--- src/tss_pkg.sv ---
// shared constants and types of the touch scan sequencer
package tss_pkg;

  // ****************************************
  // sizes
  // ****************************************
  localparam int NCH      = 8;
  localparam int NSLOT    = 9;
  localparam int DW       = 16;
  localparam int AW       = 4;
  localparam int LAST_SLOT = 17;           // nine sense plus nine led slots

  // ****************************************
  // register offsets
  // ****************************************
  localparam logic [AW-1:0] A_CTRL     = 4'h0;
  localparam logic [AW-1:0] A_CHEN     = 4'h1;
  localparam logic [AW-1:0] A_THR      = 4'h2;
  localparam logic [AW-1:0] A_HYST     = 4'h3;
  localparam logic [AW-1:0] A_ACT_SKIP = 4'h4;
  localparam logic [AW-1:0] A_SLP_SKIP = 4'h5;
  localparam logic [AW-1:0] A_STATUS   = 4'h6;

  // control field positions
  localparam int C_SLEEP_EN = 0;
  localparam int C_FORCE_EN = 1;
  localparam int C_FORCE_SL = 2;
  localparam int C_PROX_EN  = 3;
  localparam int C_COMB_LO  = 8;

  // status field positions
  localparam int S_MODE = 9;
  localparam int S_IRQ  = 10;

  // ****************************************
  // reset values
  // ****************************************
  localparam logic [DW-1:0] CTRL_RST     = 16'hff09;
  localparam logic [7:0]    CHEN_RST     = 8'hff;
  localparam logic [DW-1:0] THR_RST      = 16'h0100;
  localparam logic [DW-1:0] HYST_RST     = 16'h0020;
  localparam logic [7:0]    ACT_SKIP_RST = 8'h00;   // 40 ms scan
  localparam logic [7:0]    SLP_SKIP_RST = 8'h04;   // 200 ms scan

  // ****************************************
  // timing
  // ****************************************
  localparam int CLK_MHZ  = 200;
  localparam int FRAME_MS = 40;
  localparam int SLOTS    = 18;
  localparam int SLOT_CYC_DEF = FRAME_MS * 1000 * CLK_MHZ / SLOTS;

  // filter time constants as shifts
  localparam int UF_SH = 2;
  localparam int AV_SH = 4;

  typedef enum logic {TSS_ACTIVE, TSS_SLEEP} tss_mode_t;

endpackage

--- src/tss_mem_if.sv ---
// filter state memory port between sequencer and store
`timescale 1ns/1ps
interface tss_mem_if #(parameter int DEPTH = 9, parameter int WW = 32);
  logic                     re;
  logic [$clog2(DEPTH)-1:0] raddr;
  logic [WW-1:0]            rdata;
  logic                     we;
  logic [$clog2(DEPTH)-1:0] waddr;
  logic [WW-1:0]            wdata;
  modport ctl (output re, raddr, we, waddr, wdata, input rdata);
  modport mem (input re, raddr, we, waddr, wdata, output rdata);
endinterface

--- src/tss_mem.sv ---
// per channel filter store with registered read data
`timescale 1ns/1ps
module tss_mem #(
  parameter int DEPTH = 9,
  parameter int WW    = 32
) (
  // clock
  input wire logic ref_clk,
  // store port
  tss_mem_if.mem   mp
);
  import tss_pkg::*;

  logic [WW-1:0] mem_arr [DEPTH];
  logic [WW-1:0] rdata_reg;

  // no reset on the array: the sequencer tracks which words are valid
  always_ff @(posedge ref_clk)
  begin
    if (mp.we)
      mem_arr[mp.waddr] <= mp.wdata;
    if (mp.re)
      rdata_reg <= mem_arr[mp.raddr];
  end

  assign mp.rdata = rdata_reg;
endmodule

--- src/tss_seq.sv ---
// touch scan sequencer: frame timing, modes, filtering, touch detection
// What this block does
// - frames hold nine sense slots, eight buttons and one combined proximity
// - sense slots round robin, each followed by one led drive slot
// - every slot runs full length even for disabled channels or no proximity
// - skip frames make no measurement but keep led slot timing
// - same channel repeats after one frame plus any skip frames
// - active mode scans every 40 ms by default
// - sleep mode scans every 200 ms by default
// - active and sleep scan periods are set by software
// - idle sensing frame with sleep enabled moves active mode to sleep
// - any touch or proximity in sleep returns to active mode
// - host may force the mode; forced mode overrides automatic choice
// - channel turns on when value reaches threshold plus hysteresis
// - channel turns off only below threshold minus hysteresis
// - proximity slot senses the combined electrodes in one cycle
// - interrupt raised whenever touch or release information is new
// - configuration registers may be rewritten at any time and take effect
// - short and long low pass filters; detection uses their difference
`timescale 1ns/1ps
module tss_seq
  import tss_pkg::*;
#(
  parameter int SLOT_CYC = SLOT_CYC_DEF
) (
  // clock and reset
  input  wire logic            ref_clk,
  input  wire logic            rst,
  // register port
  input  wire logic [tss_pkg::AW-1:0] reg_addr,
  input  wire logic [tss_pkg::DW-1:0] reg_wdata,
  input  wire logic            reg_wr,
  input  wire logic            reg_rd,
  output logic [tss_pkg::DW-1:0] reg_rdata,
  // analog sensing front end
  output logic                 meas_req,
  output logic [3:0]           meas_chan,
  output logic [7:0]           meas_comb,
  input  wire logic            meas_done,
  input  wire logic [tss_pkg::DW-1:0] meas_raw,
  // led drive and host flag
  output logic                 led_drive,
  output logic [3:0]           led_chan,
  output logic                 irq
);
  import tss_pkg::*;

  localparam int TW = $clog2(SLOT_CYC + 1);
  localparam logic [TW-1:0] TMR_LAST = TW'(SLOT_CYC - 1);

  // ****************************************
  // registers
  // ****************************************
  logic [DW-1:0]   ctrl_reg;
  logic [7:0]      chen_reg;
  logic [DW-1:0]   thr_reg;
  logic [DW-1:0]   hyst_reg;
  logic [7:0]      act_skip_reg;
  logic [7:0]      slp_skip_reg;
  logic [DW-1:0]   rdata_reg;
  logic [TW-1:0]   tmr_reg;
  logic [4:0]      slot_reg;
  logic [7:0]      skip_cnt_reg;
  logic            skip_frm_reg;
  tss_mode_t       mode_reg;
  logic            act_reg;
  logic [NSLOT-1:0] touch_reg;
  logic [NSLOT-1:0] seen_reg;
  logic            irq_reg;
  logic            meas_req_reg;
  logic [3:0]      meas_chan_reg;
  logic [7:0]      meas_comb_reg;
  logic            led_drive_reg;
  logic [3:0]      led_chan_reg;
  logic [3:0]      cur_ch_reg;
  logic [DW-1:0]   raw_reg;
  logic            upd_reg;

  // ****************************************
  // decode
  // ****************************************
  wire         slot_end   = (tmr_reg == TMR_LAST);
  wire         sense_slot = ~slot_reg[0];
  wire         frame_end  = slot_end && (slot_reg == 5'(LAST_SLOT));
  wire         start_meas = (tmr_reg == '0) && sense_slot && !skip_frm_reg;
  wire [3:0]   slot_ch    = slot_reg[4:1];
  wire         force_en   = ctrl_reg[C_FORCE_EN];
  wire         force_sl   = ctrl_reg[C_FORCE_SL];
  wire         sleep_en   = ctrl_reg[C_SLEEP_EN];
  wire [7:0]   comb_mask  = ctrl_reg[C_COMB_LO +: 8];
  wire         wr_ctrl    = reg_wr && (reg_addr == A_CTRL);
  wire         rd_status  = reg_rd && (reg_addr == A_STATUS);
  wire         det_on;                  // driven by the detector below

  // channel enable, proximity slot enabled separately
  function automatic logic ch_on(input logic [3:0] ch, input logic [7:0] en,
                                 input logic px);
    ch_on = (ch == 4'h8) ? px : en[ch[2:0]];
  endfunction

  // ****************************************
  // register port
  // ****************************************
  // any field may be rewritten at run time and is used at once
  always_ff @(posedge ref_clk or posedge rst)
  begin
    if (rst)
    begin
      ctrl_reg     <= CTRL_RST;
      chen_reg     <= CHEN_RST;
      thr_reg      <= THR_RST;
      hyst_reg     <= HYST_RST;
      act_skip_reg <= ACT_SKIP_RST;
      slp_skip_reg <= SLP_SKIP_RST;
    end
    else if (reg_wr)
    begin
      unique case (reg_addr)
        A_CTRL:     ctrl_reg     <= reg_wdata;
        A_CHEN:     chen_reg     <= reg_wdata[7:0];
        A_THR:      thr_reg      <= reg_wdata;
        A_HYST:     hyst_reg     <= reg_wdata;
        A_ACT_SKIP: act_skip_reg <= reg_wdata[7:0];
        A_SLP_SKIP: slp_skip_reg <= reg_wdata[7:0];
        default:    ;
      endcase
    end
  end

  // read mux; unmapped offsets read zero
  logic [DW-1:0] rd_mux;
  always_comb
  begin
    rd_mux = '0;
    unique case (reg_addr)
      A_CTRL:     rd_mux = ctrl_reg;
      A_CHEN:     rd_mux = {8'h00, chen_reg};
      A_THR:      rd_mux = thr_reg;
      A_HYST:     rd_mux = hyst_reg;
      A_ACT_SKIP: rd_mux = {8'h00, act_skip_reg};
      A_SLP_SKIP: rd_mux = {8'h00, slp_skip_reg};
      A_STATUS:   rd_mux = {5'h00, irq_reg, mode_reg == TSS_SLEEP, touch_reg};
      default:    rd_mux = '0;
    endcase
  end

  // read data stand only in the cycle after the strobe
  always_ff @(posedge ref_clk or posedge rst)
  begin
    if (rst)
      rdata_reg <= '0;
    else
      rdata_reg <= reg_rd ? rd_mux : '0;
  end

  // ****************************************
  // slot and frame timing
  // ****************************************
  // slots never shorten, so frame length is fixed whatever is enabled
  always_ff @(posedge ref_clk or posedge rst)
  begin
    if (rst)
    begin
      tmr_reg  <= '0;
      slot_reg <= '0;
    end
    else
    begin
      tmr_reg <= slot_end ? '0 : tmr_reg + 1'b1;
      if (frame_end)
        slot_reg <= '0;
      else if (slot_end)
        slot_reg <= slot_reg + 5'd1;
    end
  end

  // scan period is one frame plus the skip frames of the current mode
  wire          next_sleep;
  wire [7:0]    skip_load = next_sleep ? slp_skip_reg : act_skip_reg;
  always_ff @(posedge ref_clk or posedge rst)
  begin
    if (rst)
    begin
      skip_cnt_reg <= '0;
      skip_frm_reg <= 1'b0;
    end
    else if (frame_end && !skip_frm_reg)
    begin
      skip_cnt_reg <= skip_load;
      skip_frm_reg <= (skip_load != 8'h00);
    end
    else if (frame_end)
    begin
      skip_cnt_reg <= skip_cnt_reg - 8'd1;
      skip_frm_reg <= (skip_cnt_reg != 8'd1);
    end
  end

  // ****************************************
  // operating mode
  // ****************************************
  wire busy = act_reg || (|touch_reg);
  assign next_sleep = force_en ? force_sl
                    : (mode_reg == TSS_SLEEP) ? !busy
                    : (sleep_en && !busy);
  // mode moves at the end of each sensing frame; a forced mode also
  // takes hold at once so the host never waits a whole scan period
  always_ff @(posedge ref_clk or posedge rst)
  begin
    if (rst)
      mode_reg <= TSS_ACTIVE;
    else if ((frame_end && !skip_frm_reg) || force_en)
      mode_reg <= next_sleep ? TSS_SLEEP : TSS_ACTIVE;
  end

  // activity seen during the current sensing frame
  always_ff @(posedge ref_clk or posedge rst)
  begin
    if (rst)
      act_reg <= 1'b0;
    else if (frame_end && !skip_frm_reg)
      act_reg <= 1'b0;
    else if (upd_reg && ch_on(cur_ch_reg, chen_reg, ctrl_reg[C_PROX_EN]) && det_on)
      act_reg <= 1'b1;
  end

  // ****************************************
  // front end and led strobes
  // ****************************************
  always_ff @(posedge ref_clk or posedge rst)
  begin
    if (rst)
    begin
      meas_req_reg  <= 1'b0;
      meas_chan_reg <= '0;
      meas_comb_reg <= '0;
      led_drive_reg <= 1'b0;
      led_chan_reg  <= '0;
    end
    else
    begin
      meas_req_reg  <= start_meas;
      if (start_meas)
      begin
        meas_chan_reg <= slot_ch;
        meas_comb_reg <= (slot_ch == 4'h8) ? comb_mask : 8'h00;
      end
      led_drive_reg <= slot_reg[0];
      led_chan_reg  <= slot_ch;
    end
  end

  // ****************************************
  // filtering
  // ****************************************
  tss_mem_if #(.DEPTH(NSLOT), .WW(2 * DW)) mi ();

  tss_mem #(.DEPTH(NSLOT), .WW(2 * DW)) u_mem (
    .ref_clk (ref_clk),
    .mp      (mi)
  );

  // capture the result and fetch the channel's filter state
  always_ff @(posedge ref_clk or posedge rst)
  begin
    if (rst)
    begin
      cur_ch_reg <= '0;
      raw_reg    <= '0;
      upd_reg    <= 1'b0;
    end
    else
    begin
      if (start_meas)
        cur_ch_reg <= slot_ch;
      if (meas_done)
        raw_reg <= meas_raw;
      upd_reg <= meas_done;
    end
  end

  wire [DW-1:0]   u_old = mi.rdata[DW-1:0];
  wire [DW-1:0]   a_old = mi.rdata[2*DW-1:DW];
  wire            seen  = seen_reg[cur_ch_reg];
  wire signed [DW:0] du = $signed({1'b0, raw_reg}) - $signed({1'b0, u_old});
  wire signed [DW:0] du_s = du >>> UF_SH;
  wire [DW-1:0]   u_new = seen ? u_old + du_s[DW-1:0] : raw_reg;
  wire signed [DW:0] da = $signed({1'b0, u_new}) - $signed({1'b0, a_old});
  wire signed [DW:0] da_s = da >>> AV_SH;
  wire [DW-1:0]   a_new = seen ? a_old + da_s[DW-1:0] : u_new;
  wire signed [DW:0] dd = $signed({1'b0, u_new}) - $signed({1'b0, a_new});
  wire [DW-1:0]   diff  = dd[DW] ? '0 : dd[DW-1:0];
  wire [DW:0]     on_lvl  = {1'b0, thr_reg} + {1'b0, hyst_reg};
  wire [DW-1:0]   off_lvl = (thr_reg < hyst_reg) ? '0 : thr_reg - hyst_reg;
  assign det_on = ({1'b0, diff} >= on_lvl);
  wire            det_off = (diff < off_lvl);

  assign mi.re    = meas_done;
  assign mi.raddr = cur_ch_reg;
  assign mi.we    = upd_reg;
  assign mi.waddr = cur_ch_reg;
  assign mi.wdata = {a_new, u_new};

  // ****************************************
  // touch state and host flag
  // ****************************************
  wire ch_en = ch_on(cur_ch_reg, chen_reg, ctrl_reg[C_PROX_EN]);
  wire cur_t = touch_reg[cur_ch_reg];
  wire new_t = cur_t ? !det_off : det_on;
  wire chg   = upd_reg && ch_en && (new_t != cur_t);

  // disabled channels keep both their state and the flag quiet
  always_ff @(posedge ref_clk or posedge rst)
  begin
    if (rst)
    begin
      touch_reg <= '0;
      seen_reg  <= '0;
    end
    else if (upd_reg)
    begin
      seen_reg[cur_ch_reg] <= 1'b1;
      if (ch_en)
        touch_reg[cur_ch_reg] <= new_t;
    end
  end

  // new information wins over a status read in the same cycle
  always_ff @(posedge ref_clk or posedge rst)
  begin
    if (rst)
      irq_reg <= 1'b0;
    else if (chg)
      irq_reg <= 1'b1;
    else if (rd_status)
      irq_reg <= 1'b0;
  end

  assign reg_rdata = rdata_reg;
  assign meas_req  = meas_req_reg;
  assign meas_chan = meas_chan_reg;
  assign meas_comb = meas_comb_reg;
  assign led_drive = led_drive_reg;
  assign led_chan  = led_chan_reg;
  assign irq       = irq_reg;

  // ****************************************
  // checks
  // ****************************************
  a_frame_wrap: assert property (@(posedge ref_clk) disable iff (rst)
    frame_end |=> slot_reg == 5'd0)
    else $error("frame did not wrap after slot 17");

  a_led_follow: assert property (@(posedge ref_clk) disable iff (rst)
    $rose(slot_reg[0]) |=> led_drive_reg && (led_chan_reg == $past(slot_ch)))
    else $error("led slot not driven after sense slot");

  a_slot_len: assert property (@(posedge ref_clk) disable iff (rst)
    $changed(slot_reg) |-> $past(tmr_reg) == TMR_LAST)
    else $error("slot ended early");

  a_skip_quiet: assert property (@(posedge ref_clk) disable iff (rst)
    skip_frm_reg && $past(skip_frm_reg) |-> !meas_req_reg)
    else $error("measurement in skip frame");

  a_meas_start: assert property (@(posedge ref_clk) disable iff (rst)
    start_meas |=> meas_req_reg ##1 !meas_req_reg)
    else $error("measurement request not one cycle");

  a_comb_mask: assert property (@(posedge ref_clk) disable iff (rst)
    meas_req_reg && meas_chan_reg == 4'h8 |-> meas_comb_reg == $past(comb_mask))
    else $error("combined mask wrong in proximity slot");

  a_force_mode: assert property (@(posedge ref_clk) disable iff (rst)
    force_en |=> mode_reg == ($past(force_sl) ? TSS_SLEEP : TSS_ACTIVE))
    else $error("forced mode not followed");

  a_auto_sleep: assert property (@(posedge ref_clk) disable iff (rst)
    frame_end && !skip_frm_reg && !force_en && sleep_en && !busy |=> mode_reg == TSS_SLEEP)
    else $error("idle frame did not enter sleep");

  a_wake_touch: assert property (@(posedge ref_clk) disable iff (rst)
    frame_end && !skip_frm_reg && !force_en && (|touch_reg) |=> mode_reg == TSS_ACTIVE)
    else $error("touch did not wake");

  a_touch_on: assert property (@(posedge ref_clk) disable iff (rst)
    upd_reg && ch_en && !cur_t && det_on |=> touch_reg[$past(cur_ch_reg)])
    else $error("touch not detected");

  a_touch_hold: assert property (@(posedge ref_clk) disable iff (rst)
    upd_reg && ch_en && cur_t && !det_off |=> touch_reg[$past(cur_ch_reg)])
    else $error("released inside hysteresis band");

  a_dis_keep: assert property (@(posedge ref_clk) disable iff (rst)
    upd_reg && !ch_en |=> $stable(touch_reg) && !$rose(irq_reg))
    else $error("disabled channel changed state");

  a_irq_set: assert property (@(posedge ref_clk) disable iff (rst)
    chg |=> irq_reg)
    else $error("no interrupt on touch change");
endmodule

--- config.mk ---
export PLATFORM = sky130hd
export DESIGN_NAME = tss_seq
export DESIGN_NICKNAME = d
export VERILOG_FILES = /design/src/tss_pkg.sv /design/src/tss_mem_if.sv /design/src/tss_mem.sv /design/src/tss_seq.sv
export SDC_FILE = /design/constraint.sdc
export NUM_CORES = 1
export LEC_CHECK = 0
export BUFFER_PORTS_ARGS = -buffer_cell sky130_fd_sc_hd__buf_2
export CORE_MARGIN = 2
export CORE_UTILIZATION = 40
export DETAILED_ROUTE_END_ITERATION = 7
export MAX_ROUTING_LAYER = met4
export PLACE_DENSITY = 0.62
export SYNTH_ARGS = -nofsm -noshare
export SYNTH_HDL_FRONTEND = slang
export SYNTH_SLANG_ARGS = --single-unit
--- constraint.sdc ---
create_clock -name ref_clk -period 10.93 [get_ports ref_clk]
set_input_delay 2.186 -clock ref_clk [delete_from_list [all_inputs] [get_ports ref_clk]]
set_output_delay 2.186 -clock ref_clk [all_outputs]
set_load 0.01 [all_outputs]
==> metrics.md <==
| Metric | Value |
|---|---|
| Run status | `finished clean` |
| Ranking of synthesized cells by area | `edfxtp_1, dfrtp_1, ha_1, mux4_2, mux2_2` |
| Vias | `roughly 17000` |
| Worst hold slack | `around 0.46 ns` |
| CTS sink cnt | `a little under 500` |
| Final period util | `between 90% and 100%` |
| Number of antenna-violating nets in the routed design | `0` |
| Distinct cells, synth | `105` |
| Cts bufs inserted | `between 50 and 60` |
| Ant diodes | `0` |
| Starting density of the core | `roughly two fifths` |
| Post-synth ARST share | `35.6%` |
| Row cnt | `between 90 and 100` |
| Arr. time, crit path | `approximately 11 ns` |
| Max clock buf depth | `3` |
| Footprint of the multi-input gates | `~0.011 mm^2` |
| Startpoint Class | `register` |
| # H-tree levels | `2` |
| Root Driver | `clkbuf_16` |
| Critical path's largest stage delay | `about 0.40 ns` |
| Final setup violation count | `0` |
| Synth Cell Area | `about 0.026 mm^2` |
| Main synth FF type | `edfxtp_1` |
| DRC Markers | `0` |
| Total negative setup slack | `0 ns` |
| Clock-pin slew on the worst setup and hold paths | `roughly 0.06 ns` |
| Fillers | `between 5000 and 6000` |
| CP max stage cell | `edfxtp_1` |
| CTS tree | `built` |
| Total track usage | `between 20% and 30%` |
| Max-slew violations | `0` |
| Worst slew margin | `between 20% and 30%` |
| Area share of the largest cell type after synthesis | `between 30 and 40%` |
| Least-Margin Pin Slew | `around 1.2 ns` |
| Yosys warns | `0` |
| Total Routed Length | `65300 um` |
| Seq cells post-synth | `slightly below 500` |
| Met2 usage | `slightly above 30%` |
| RD Place Congestion | `approximately 1` |
| EDFF count, synth | `320` |
| Grt total ovfl | `0` |
| M1 GR Usage | `28.2%` |
| Critical path class | `reg2reg` |
| First-pass GRT wire length | `101000 um` |
| Initial antenna violation count | `0` |
| Die width | `259 um` |
| Area grow syn2layout | `12.9%` |
| Max-cap viol count | `0` |
| Final core area utilization | `a little under half` |
| Cell taking the most area after synthesis | `edfxtp_1` |
| Tmin final | `between 10 and 15 ns` |
| Avg Inst Size Synth | `between 10 and 15 um^2` |
| Drt wl/cell | `between 20 and 25 um` |
| Share of post-route cells with drive strength above 1 | `~22%` |
| Min-delay worst type | `reg2reg` |
| Cts hold-fix bufs | `0` |
| Largest net degree at the start of global routing | `81` |
| Die ar. | `between 0.06 and 0.07 mm^2` |
| Critical path's most frequent cell | `ha_1` |
| Syn nets | `between 2000 and 2500` |
| Gr busiest metal | `met2` |
| Ports | `between 70 and 80` |
| CP Max Fanout | `13` |
| Vias per cell | `between 5 and 6` |
| Worst-Skew Late Latency | `around 0.62 ns` |
| PortBufs | `75` |
| Max reg flops | `288` |
| Final Hold Fails | `0` |
| M3 GR Usage | `2.76%` |
| Required time of the worst setup path | `11.42 ns` |
| Crit end category | `register` |
| Vert. Die Dim | `around 260 um` |
| Vias in the first global route | `between 15000 and 20000` |
| Clk_skew | `between 0.04 and 0.05 ns` |
| Register area share after synthesis | `approximately 54%` |
| Core ar. | `between 0.06 and 0.07 mm^2` |
| Sequential Area | `between 0.01 and 0.015 mm^2` |
| Final nets | `roughly 2400` |
| R2R Setup Slk | `about 0.64 ns` |
| Max Fclk | `between 90 and 100 MHz` |
| DR pass1 iterations | `5` |
| Initial DRC count | `1290` |
| Cells after Synth | `roughly 2100` |
| Post-DP HPWL | `~45000 um` |
## final cells by class
cell class	count	share of cell area [%]
Multi-Input combinational cell	1395	38.6
Tap cell	855	3.63
Clock buffer	67	4.78
Timing Repair Buffer	126	2.58
Inverter	121	1.56
Clock inverter	31	1.13
Sequential cell	497	47.7
## critical path: cells and delay by family, from the launching register on
kind / cells / cell delay, ns
compound gates: 27 / 4.46
xor+xnor: 3 / 0.46
fa+ha+maj: 6 / 1.87
buf+inv: 5 / 0.74
flops: 1 / 0.40
simple gates: 15 / 2.26
## cells in the mapped netlist, types with 10 or more instances
master / n
mux2i_1: 48
buf_1: 14
a21oi_1: 87
a22oi_1: 16
or3_1: 10
o21ai_0: 115
nand2b_1: 23
o21ai_1: 11
nor2b_1: 27
dfrtp_1: 156
inv_1: 120
a21o_1: 29
mux4_2: 68
nand3_1: 39
dfstp_2: 21
o21bai_1: 11
nand2_1: 169
mux2_2: 116
edfxtp_1: 320
ha_1: 144
nor2_1: 137
and3_1: 18
xor2_1: 35
nand4_1: 16
nor3_1: 29
xnor2_1: 58
o21a_1: 15
clkbuf_1: 50
## cells in the final DEF (no fill, tap or decap), drive strengths merged, types with 7 or more instances in the layout
cell / count
edfxtp: 320
nand2: 169
dfrtp: 156
ha: 144
nor2: 138
o21ai: 127
buf: 126
inv: 124
mux2: 117
a21oi: 96
mux4: 69
clkbuf: 67
xnor2: 61
mux2i: 48
nand3: 39
xor2: 36
a21o: 30
nor3: 30
nor2b: 27
nand2b: 23
dfstp: 21
clkinv: 20
and3: 19
nand4: 16
a22oi: 16
o21a: 15
o21bai: 11
or3: 11
nor4: 11
a211oi: 11
a31oi: 10
o31ai: 10
or2: 9
and2: 8
o211ai: 7
a2111oi: 7
## routing by layer
metal / up-vias / part of all wire [%]
li1: 7931 / -
met1: 8653 / 47
met2: 458 / 46
met3: 88 / 5.1
met4: 0 / 1.9
met5: - / 0
## metrics by stage
| stage | area (um^2) | instances | worst slack (ns) |
|---|---|---|---|
| after floorplan | 26100 | 2088 | 1.07 |
| after global placement | 27600 | 2992 | 0.181 |
| after detailed placement | 27600 | 2992 | -0.0617 |
| after CTS | 29300 | 3090 | 0.00972 |
| after global routing | 29500 | 3092 | -0.0361 |
| final | 29500 | 3092 | 0.636 |
## kinds of logic after synthesis
family / after synthesis / share of synthesized area [%]
compound gates: 397 / 10.1
xor+xnor: 97 / 3.41
fa+ha+maj: 150 / 7.32
buf+inv: 196 / 3.03
flops: 497 / 53.9
mux: 234 / 12.9
simple gates: 517 / 9.40
## path summary, 6_finish.rpt
path | to | start | cells past startpoint
setup / recovery | touch_reg[7] | u_mem.mp.rdata[1] | 56
hold / removal | seen_reg[2] | seen_reg[2] | 1
setup reg to reg | touch_reg[7] | u_mem.mp.rdata[1] | 56
hold reg to reg | seen_reg[2] | seen_reg[2] | 1
max in group asynchronous | thr_reg[14] | rst | 4
min in group asynchronous | skip_cnt_reg[2] | rst | 2
## timing repair
item,4_1_cts,5_1_grt
gates resized for setup,1,30
pin swaps,0,2
setup buffers,0,2
setup endpoints to repair,10,11
Power is left out: the tool's default activity adds up to more than one toggle a clock period on the data nets, which glitch-free logic cannot reach.
